## src/rtl/serial_config_map.vh

```
// Constants for the serial configuration target: addresses, offsets and defaults
`ifndef SERIAL_CONFIG_MAP_VH
`define SERIAL_CONFIG_MAP_VH
// ****************************************************************
// Bus address and register space
// ****************************************************************
`define ADDR_UPPER_BITS      6'h26
`define REG_COUNT            64
`define REG_INDEX_WIDTH      6
`define PLL_TUNING_CONTROL   6'h1c
`define DC_RESTORE_CONTROL   6'h23
`define STANDBY_CONTROL      6'h1b
// ****************************************************************
// Register offsets and reset values
// ****************************************************************
`define INPUT_SELECT_REG     6'h05
`define INPUT_SELECT_RESET   8'h00
`define OUTPUT_FORMAT_REG    6'h18
`define OUTPUT_FORMAT_RESET  8'h00
`define PLL_TUNING_RESET     8'h00
`define DC_RESTORE_RESET     8'h00
`define GENERIC_RESET        8'h00
// ****************************************************************
// Timing
// ****************************************************************
`define DEGLITCH_PERIODS     3
`endif

```

## src/rtl/line_deglitch.v

```verilog
// Deglitching filter for one bus line, with input synchroniser
`timescale 1ns/1ns
module line_deglitch #(
    parameter PERIODS = 3
) (
    input  wire i_core_clk,
    input  wire i_sys_rst,
    input  wire i_line,
    output reg  o_line
);
    reg       sync_a;
    reg       sync_b;
    reg       sync_c;
    reg [1:0] stable_count;

    // Three flops; a level counts when the last two agree for PERIODS cycles
    always @(posedge i_core_clk) begin
        if (i_sys_rst) begin
            sync_a       <= 1'b1;
            sync_b       <= 1'b1;
            sync_c       <= 1'b1;
            stable_count <= 2'h0;
            o_line       <= 1'b1;
        end else begin
            sync_a <= i_line;
            sync_b <= sync_a;
            sync_c <= sync_b;
            if (sync_b != sync_c || sync_c == o_line) begin
                stable_count <= 2'h0;
            end else if (stable_count == PERIODS[1:0] - 2'h1) begin
                stable_count <= 2'h0;
                o_line       <= sync_c;
            end else begin
                stable_count <= stable_count + 2'h1;
            end
        end
    end
endmodule

```

## src/rtl/serial_config_target.v

```verilog
// Two-wire serial target with auto-incrementing configuration register file
`timescale 1ns/1ns
`include "serial_config_map.vh"
module serial_config_target (
    input  wire       i_core_clk,
    input  wire       i_sys_rst,
    input  wire       i_reset_n,
    input  wire       i_addr_strap,
    input  wire       i_scl,
    input  wire       i_sda,
    output reg        o_sda,
    output reg        o_sda_oe,
    output reg  [7:0] o_pll_tuning,
    output reg  [7:0] o_dc_restore,
    output reg  [7:0] o_input_select,
    output reg  [7:0] o_output_format,
    output reg  [7:0] o_standby_control
);
    // ****************************************************************
    // States
    // ****************************************************************
    localparam ST_IDLE     = 3'h0;
    localparam ST_ADDR     = 3'h1;
    localparam ST_ADDR_ACK = 3'h2;
    localparam ST_INDEX    = 3'h3;
    localparam ST_WR_DATA  = 3'h4;
    localparam ST_WR_ACK   = 3'h5;
    localparam ST_RD_DATA  = 3'h6;
    localparam ST_RD_ACK   = 3'h7;

    wire       scl_f;
    wire       sda_f;
    wire       strap_s;
    reg        scl_d;
    reg        sda_d;
    reg        rst_a;
    reg        rst_b;
    reg        rst_c;
    reg        ext_rst;
    reg [2:0]  state;
    reg [2:0]  bit_count;
    reg [7:0]  shift;
    reg        first_byte;
    reg        read_dir;
    reg        ack_drive;
    reg        ack_done;
    reg [5:0]  pointer;
    reg [7:0]  regs [0:`REG_COUNT-1];
    reg [7:0]  tx_byte;
    integer    k;

    wire       addr_match = (shift[6:0] == {`ADDR_UPPER_BITS, strap_s});
    wire       rise       = scl_f & ~scl_d;
    wire       fall       = ~scl_f & scl_d;
    wire       start_cond = scl_f & scl_d & sda_d & ~sda_f;
    wire       stop_cond  = scl_f & scl_d & ~sda_d & sda_f;
    wire       any_rst    = i_sys_rst | ext_rst;

    // ****************************************************************
    // Line filters
    // ****************************************************************
    // Delayed, deglitched clock and data lines
    line_deglitch #(.PERIODS(`DEGLITCH_PERIODS)) u_scl_filter (
        .i_core_clk (i_core_clk),
        .i_sys_rst  (i_sys_rst),
        .i_line     (i_scl),
        .o_line     (scl_f)
    );
    line_deglitch #(.PERIODS(`DEGLITCH_PERIODS)) u_sda_filter (
        .i_core_clk (i_core_clk),
        .i_sys_rst  (i_sys_rst),
        .i_line     (i_sda),
        .o_line     (sda_f)
    );
    // Address strap pin; taken once the last two stages agree
    line_deglitch #(.PERIODS(1)) u_strap_sync (
        .i_core_clk (i_core_clk),
        .i_sys_rst  (i_sys_rst),
        .i_line     (i_addr_strap),
        .o_line     (strap_s)
    );

    // External reset pin synchroniser; last two stages must agree
    always @(posedge i_core_clk) begin
        if (i_sys_rst) begin
            rst_a   <= 1'b1;
            rst_b   <= 1'b1;
            rst_c   <= 1'b1;
            ext_rst <= 1'b0;
        end else begin
            rst_a <= i_reset_n;
            rst_b <= rst_a;
            rst_c <= rst_b;
            if (rst_b == rst_c) begin
                ext_rst <= ~rst_c;
            end
        end
    end

    // Byte returned on reads
    always @* begin
        tx_byte = regs[pointer];
    end

    // ****************************************************************
    // Protocol engine
    // ****************************************************************
    // Serial engine; standby bits never gate it
    always @(posedge i_core_clk) begin
        if (any_rst) begin
            scl_d      <= 1'b1;
            sda_d      <= 1'b1;
            state      <= ST_IDLE;
            bit_count  <= 3'h0;
            shift      <= 8'h00;
            first_byte <= 1'b0;
            read_dir   <= 1'b0;
            ack_drive  <= 1'b0;
            ack_done   <= 1'b0;
            pointer    <= 6'h00;
            o_sda      <= 1'b0;
            o_sda_oe   <= 1'b0;
            for (k = 0; k < `REG_COUNT; k = k + 1) begin
                regs[k] <= `GENERIC_RESET;
            end
            regs[`INPUT_SELECT_REG]   <= `INPUT_SELECT_RESET;
            regs[`OUTPUT_FORMAT_REG]  <= `OUTPUT_FORMAT_RESET;
            regs[`PLL_TUNING_CONTROL] <= `PLL_TUNING_RESET;
            regs[`DC_RESTORE_CONTROL] <= `DC_RESTORE_RESET;
        end else begin
            scl_d <= scl_f;
            sda_d <= sda_f;
            o_sda <= 1'b0;
            if (start_cond) begin
                state     <= ST_ADDR;
                bit_count <= 3'h0;
                o_sda_oe  <= 1'b0;
            end else if (stop_cond) begin
                state    <= ST_IDLE;
                o_sda_oe <= 1'b0;
            end else begin
                case (state)
                    ST_IDLE: begin
                        o_sda_oe <= 1'b0;
                    end
                    ST_ADDR, ST_INDEX, ST_WR_DATA: begin
                        if (rise) begin
                            shift     <= {shift[6:0], sda_f};
                            bit_count <= bit_count + 3'h1;
                        end
                        if (fall && bit_count == 3'h0 && ack_done) begin
                            o_sda_oe <= 1'b0;
                            ack_done <= 1'b0;
                        end else if (fall && bit_count == 3'h0 && ack_drive) begin
                            ack_drive <= 1'b0;
                            ack_done  <= 1'b1;
                            o_sda_oe  <= 1'b1;
                            if (state == ST_ADDR) begin
                                state <= ST_ADDR_ACK;
                            end else begin
                                state <= ST_WR_ACK;
                            end
                        end
                        if (rise && bit_count == 3'h7) begin
                            if (state == ST_ADDR) begin
                                read_dir <= sda_f;
                                ack_drive <= addr_match;
                                if (!addr_match) begin
                                    state <= ST_IDLE;
                                end
                            end else begin
                                ack_drive <= 1'b1;
                                if (state == ST_INDEX) begin
                                    pointer <= {shift[4:0], sda_f};
                                end else begin
                                    regs[pointer] <= {shift[6:0], sda_f};
                                    pointer       <= pointer + 6'h01;
                                end
                            end
                        end
                    end
                    ST_ADDR_ACK: begin
                        if (fall) begin
                            bit_count <= 3'h0;
                            ack_done  <= 1'b0;
                            if (read_dir) begin
                                state    <= ST_RD_DATA;
                                o_sda_oe <= ~tx_byte[7];
                                shift    <= {tx_byte[6:0], 1'b1};
                            end else begin
                                state    <= ST_INDEX;
                                o_sda_oe <= 1'b0;
                            end
                        end
                    end
                    ST_WR_ACK: begin
                        if (fall) begin
                            o_sda_oe  <= 1'b0;
                            ack_done  <= 1'b0;
                            bit_count <= 3'h0;
                            state     <= ST_WR_DATA;
                        end
                    end
                    ST_RD_DATA: begin
                        if (fall) begin
                            bit_count <= bit_count + 3'h1;
                            if (bit_count == 3'h7) begin
                                o_sda_oe <= 1'b0;
                                pointer  <= pointer + 6'h01;
                                state    <= ST_RD_ACK;
                            end else begin
                                o_sda_oe <= ~shift[7];
                                shift    <= {shift[6:0], 1'b1};
                            end
                        end
                    end
                    ST_RD_ACK: begin
                        if (rise) begin
                            first_byte <= sda_f;
                        end
                        if (fall) begin
                            bit_count <= 3'h0;
                            if (first_byte) begin
                                state    <= ST_IDLE;
                                o_sda_oe <= 1'b0;
                            end else begin
                                state    <= ST_RD_DATA;
                                o_sda_oe <= ~tx_byte[7];
                                shift    <= {tx_byte[6:0], 1'b1};
                            end
                        end
                    end
                    default: begin
                        state <= ST_IDLE;
                    end
                endcase
            end
        end
    end

    // Register outputs to the device core
    always @(posedge i_core_clk) begin
        if (any_rst) begin
            o_pll_tuning      <= `PLL_TUNING_RESET;
            o_dc_restore      <= `DC_RESTORE_RESET;
            o_input_select    <= `INPUT_SELECT_RESET;
            o_output_format   <= `OUTPUT_FORMAT_RESET;
            o_standby_control <= `GENERIC_RESET;
        end else begin
            o_pll_tuning      <= regs[`PLL_TUNING_CONTROL];
            o_dc_restore      <= regs[`DC_RESTORE_CONTROL];
            o_input_select    <= regs[`INPUT_SELECT_REG];
            o_output_format   <= regs[`OUTPUT_FORMAT_REG];
            o_standby_control <= regs[`STANDBY_CONTROL];
        end
    end
endmodule

```

## config.mk

```make
export PLATFORM = sky130hd
export DESIGN_NAME = serial_config_target
export DESIGN_NICKNAME = d
export VERILOG_FILES = /design/src/rtl/line_deglitch.v /design/src/rtl/serial_config_target.v
export VERILOG_INCLUDE_DIRS = /design/src /design/src/rtl
export SDC_FILE = /design/constraint.sdc
export NUM_CORES = 1
export LEC_CHECK = 0
export BUFFER_PORTS_ARGS = -buffer_cell sky130_fd_sc_hd__buf_4
export CORE_UTILIZATION = 45
export CTS_BUF_LIST = sky130_fd_sc_hd__clkbuf_4 sky130_fd_sc_hd__clkbuf_8
export DETAILED_ROUTE_END_ITERATION = 10
export PLACE_DENSITY_LB_ADDON = 0.2
export SYNTH_ARGS = -nofsm -noshare
export SYNTH_HDL_FRONTEND = slang
export SYNTH_SLANG_ARGS = --single-unit
```

## constraint.sdc

```tcl
create_clock -name i_core_clk -period 2.9 [get_ports i_core_clk]
set_clock_uncertainty 0.2 [all_clocks]
set_input_delay 0.29 -clock i_core_clk [delete_from_list [all_inputs] [get_ports i_core_clk]]
set_output_delay 0.29 -clock i_core_clk [all_outputs]
set_load 0.05 [all_outputs]
```

Word level (Yosys, flattened, before mapping)
Memories as Yosys holds them, arrays and structs flattened. A register that Yosys moved wholly into a read port is not among the register bits.
Cells that the tools add are included.
- bitwise logic cells: 24
- add/sub/neg operators: 5
- reductions and logical operators: 39
- equality and inequality tests: 38
- mux-type cells: 68
- operators with widths (cell ; count):
    8-bit 2-to-1 mux ; 12
    3-bit 2-to-1 mux ; 16
    6-bit 2-to-1 mux ; 8
    8-bit one-hot mux with 4 select lines ; 1
    1-bit 2-to-1 mux ; 26
    5-bit AND reduction ; 5
    2-bit != test, second input constant ; 11
    4-bit != test, second input constant ; 5
    3-bit OR reduction ; 6
    3-bit == test, second input constant ; 5
    3-bit one-hot mux with 5 select lines ; 1
    1-bit inverter ; 12
    6-bit one-hot mux with 2 select lines ; 1
    6-bit AND reduction ; 2
    10-bit AND reduction ; 1
    3-bit one-hot mux with 3 select lines ; 1
    8-bit OR reduction ; 1
    1-bit bitwise AND ; 7
    7-bit == test ; 1
    7-bit AND reduction ; 1
    7-bit nonzero test ; 1
    2-bit by 1-bit adder with 2-bit output, second input constant ; 3
    6-bit by 1-bit adder with 6-bit output, second input constant ; 1
    3-bit by 2-bit == test with 1-bit output, second input constant ; 2
    21 further kinds ; 44
- bits in writable memories: 512
- memories kept: 1
- register bits after elaboration: 49
- output and inout bits: 42
- bits of input ports: 6
- logic and storage cells: 206
- memory list (memory ; words ; bits a word ; read ports ; clocked after Yosys merged registers in ; wr ports ; RTL line ; source):
    regs ; 64 ; 8 ; 6 ; 6 ; 64 ; serial_config_target.v:48 ; reg [7:0] regs [0:`REG_COUNT-1];

Depth between registers and ports, before layout
- depth in word-level cells: 12
- gate-level depth with buffers: 10

Modules after synthesis
A second synthesis with hierarchy kept.
- cells, all modules: 2014
- area total of the unflattened synthesis: 26563.0 um^2
- by module, submodules not included (module ; cells an instance ; times used ; sequential area each (um^2) ; area each (um^2)):
    serial_config_target ; 1952 ; 1 ; 16836.1 ; 25929.9
    line_deglitch (u_scl_filter ...) ; 20 ; 2 ; 120.1 ; 209.0
    line_deglitch (u_strap_sync) ; 22 ; 1 ; 120.1 ; 215.2

Worst setup path before layout
Ideal clock, no wire load.
- path kind: flip-flop to flip-flop
- start: reg bit_count[0]
- end: mem regs[53][0], enable pin
- period minus slack after synthesis: 2.765 ns
- library setup time: 0.329 ns
- stages on the path, launching flop included: 11
- slack: 0.135 ns
- arrival time: 2.236 ns
- required time: 2.371 ns
- cells stage by stage: dfxtp_1 ha_1 ha_1 and4bb_2 and3_1 buf_6 nand2_4 nor3b_4 buf_6 nand2_4 nand2_1
- RTL lines (what ; RTL line ; source):
    start: declaration ; serial_config_target.v:41 ; reg [2:0] bit_count;
    start signal: assignment ; serial_config_target.v:149 ; bit_count <= bit_count + 3'h1;
    start signal: assignment ; serial_config_target.v:206 ; bit_count <= bit_count + 3'h1;
    end: declaration ; serial_config_target.v:48 ;

==> summary.md <==
| Metric | Value |
|---|---|
| Outcome | complete, no violations |
| Net Switching | 3.98 mW |
| Antenna viol nets, final | 0 |
| Async SR Flop Fraction | 0 |
| Design Area, Final | 31200 sq um |
| IO buf count | between 40 and 50 |
| Top post-synthesis cells by count | nor2_1, edfxtp_1, nand2_1 |
| Achievable clock frequency | 0.361 GHz |
| YS warnings | 0 |
| Ranking of synthesized cells by area | edfxtp_1, mux4_2, dfxtp_1 |
| Period minus WS final | 2770 ps |
| Most used DFF post-synth | edfxtp_1 |
| Initial Utilization | 0.456 |
| Seq/Total Area, Yosys | 0.651 |
| Arrival time at the worst endpoint | 2980 ps |
| Net Count, Synth | 2018 |
| Clk pwr share | 0.434 |
| PnR worst setup slack | roughly 130 ps |
| Number of hold violations in the final report | 0 |
| Setup WS pre-CTS | -143 ps |
| Leak | 10.7 nW |
| Final Max Slew Viols | 0 |
| Relative slew slack | 0.487 |
| CTS tree | built |
| DPL Wire Length | 47700 um |
| Top-count cell post-synth | nor2_1 |
| Clk pin slew, worst setup/hold paths | ~60 ps |
| Sw Ratio | 0.218 |
| Critical Path RT | 3110 ps |
| Antenna violations before repair | 1 |
| Syn Inst Count | 2005 |
| Clk buf depth | 3 |
| Gr busiest metal | met2 |
| HP Class | reg -> reg |
| Vias in the first global route | about 17000 |
| P per Cell Area | 585 nW/um^2 |
| Core ar. | roughly 58000 sq um |
| Worst slew pin tran | about 770 ps |
| CTS Buf Count | 100 |
| Hold Slack | 207 ps |
| DIE WIDTH | 244 um |
| Syn Area/Cell | between 10 and 15 sq um |
| Area Overhead vs Synth | 17.8% |
| Vias/cell | approximately 5.6 |
| Clock latency on the worst-skew pair | 730 ps |
| Total GRT Usage | 0.243 |
| #FFs+latches synth | 607 |
| Grt total ovfl | 0 |
| Fin crit share | 0.956 |
| First-pass GRT wire length | 107000 um |
| Largest area contributor in the netlist | edfxtp_1 |
| CTS root buf | clkbuf_8 |
| IO Pins | between 40 and 50 |
| Comb pwr share | 0.029 |
| Post-synthesis cell type count | 66 |
| Placed Instance Area | 28900 sq um |
| H-tree depth | 3 |
| Startpoint types | flip-flop |
| Die area | roughly 60000 sq um |
| Synthesized cell area | 26400 sq um |
| Row count | 88 |
| First-pass DRT Iterations | 7 |
| GPL Wtd Cong | about 0.9 |
| Worst-path fanout max | 7 |
| DRT Wirelength | 71200 um |
| EDFF count, synth | 504 |
| CP endpoint kind | flip-flop |
| Final setup viols | 0 |
| Die Y | 244 um |
| Met2 GRT Util | 0.379 |
| VDD IR-drop max | 358 uV |
| Critical path type | reg -> reg |
| Vias post-DR | 17077 |
| Initial drt markers | 1726 |
| Max_cap viols | 0 |
| Pint | 14.3 mW |
| DRC | 0 |
| Nets@finish | 2199 |
| Largest net degree at the start of global routing | around 110 |
| Top-area cell type share of the netlist area | 0.573 |
| Fraction of layout instances using a drive strength above 1 | 0.282 |
| Drt wl/cell | approximately 23 um |
| Grt met3 use | 0.0446 |
| Grt met1 use | 0.346 |
| Clock sink count | 607 |
| Reg power frac | 0.537 |
| Setup TNS | 0 ps |
metal layers:
metal / vias up / part of all wire
met5: - / 0
met4: 0 / 0.026
met3: 120 / 0.081
met2: 736 / 0.46
met1: 8583 / 0.43
li1: 7638 / -
logic make-up after synthesis:
group                    synth area share
multiplexers                        0.126
AND/OR/NAND/NOR                     0.155
adder cells (fa/ha/maj)           0.00331
XOR/XNOR                         0.000663
AO/OA/AOI/OAI                      0.0365
other                            0.000142
buffers and inverters              0.0286
flip-flops                          0.651
path summary, 6_finish.rpt:
path | endpoint | slack (ps) | cells past startpoint | start
worst max-delay path | regs[27][7] | 130 | 10 | bit_count[1]
worst min-delay path | rst_b | 210 | 1 | rst_a
worst max register to register | regs[27][7] | 130 | 10 | bit_count[1]
worst min register to register | rst_b | 210 | 1 | rst_a
through the flow:
step	total power [mW]	util	instances
floorplan	10.2	-	2005
global placement	10.5	0.498	2839
detailed placement	10.5	0.498	2839
CTS	18.4	0.537	3037
global route	18.8	0.538	3039
finish	18.2	0.538	3039
what timing repair did:
action | CTS | global route
buffers inserted | 0 | 1
pin swaps | 0 | 1
hold buffers | 9 | 0
endpoints found under the hold margin | 30 | 0
resized for setup | 3 | 11
endpoints found under the setup margin | 62 | 331
sequential cells by signal, summed over array words and instances (netlist names), 2 cells and up, named ones only:
register and cells:
o_dc_restore 8, regs 512, pointer 6, o_input_select 8, bit_count 3, state 3
o_output_format 8, shift 8, u_sda_filter.stable_count 2, o_standby_control 8, u_scl_filter.stable_count 2, o_pll_tuning 8
u_strap_sync.stable_count 2
cells in the final DEF (no fill, tap or decap), types with 12 or more instances in the layout:
cell type and count:
mux2i_1 38, a211oi_1 12, nand3_1 17, clkbuf_8 119, and2_1 50, o21ai_0 13
edfxtp_1 504, o2111ai_1 13, clkbuf_4 34, nor2_1 507, clkinv_2 17, buf_12 34
a21oi_1 47, buf_4 191, or2_2 16, inv_1 13, mux4_2 130, and3_1 31
nand2_2 64, dfxtp_1 100, nand2_1 154
final cells by class:
cell class / instances / area, sq um
Fill cell: 4877 / 26800
Sequential cell: 607 / 17200
Multi-Input combinational cell: 1230 / 8590
Timing Repair Buffer: 234 / 2200
Clock buffer: 153 / 1890
Tap cell: 765 / 957
Clock inverter: 36 / 254
Inverter: 13 / 48.8
Antenna cell: 1 / 2.50
power by group through the flow:
stage	clock network, mW	logic (mW)	registers (mW)
after global routing	8.43	0.560	9.80
after CTS	8.06	0.527	9.79
after detailed placement	0	0.516	9.97
after floorplan	0	0.267	9.96
after global placement	0	0.506	9.96
final	7.92	0.525	9.79
worst max-delay path, cell delays in order (launching register included):
cell,delay [ps]
dfxtp_1,330
ha_1,150
ha_1,160
and4bb_2,300
and3_4,260
nand2_2,120
nor3b_4,380
buf_4,220
nand2_2,70
nand2_1,150
buf_12,140
No activity file was read; power rests on OpenSTA's default activity.
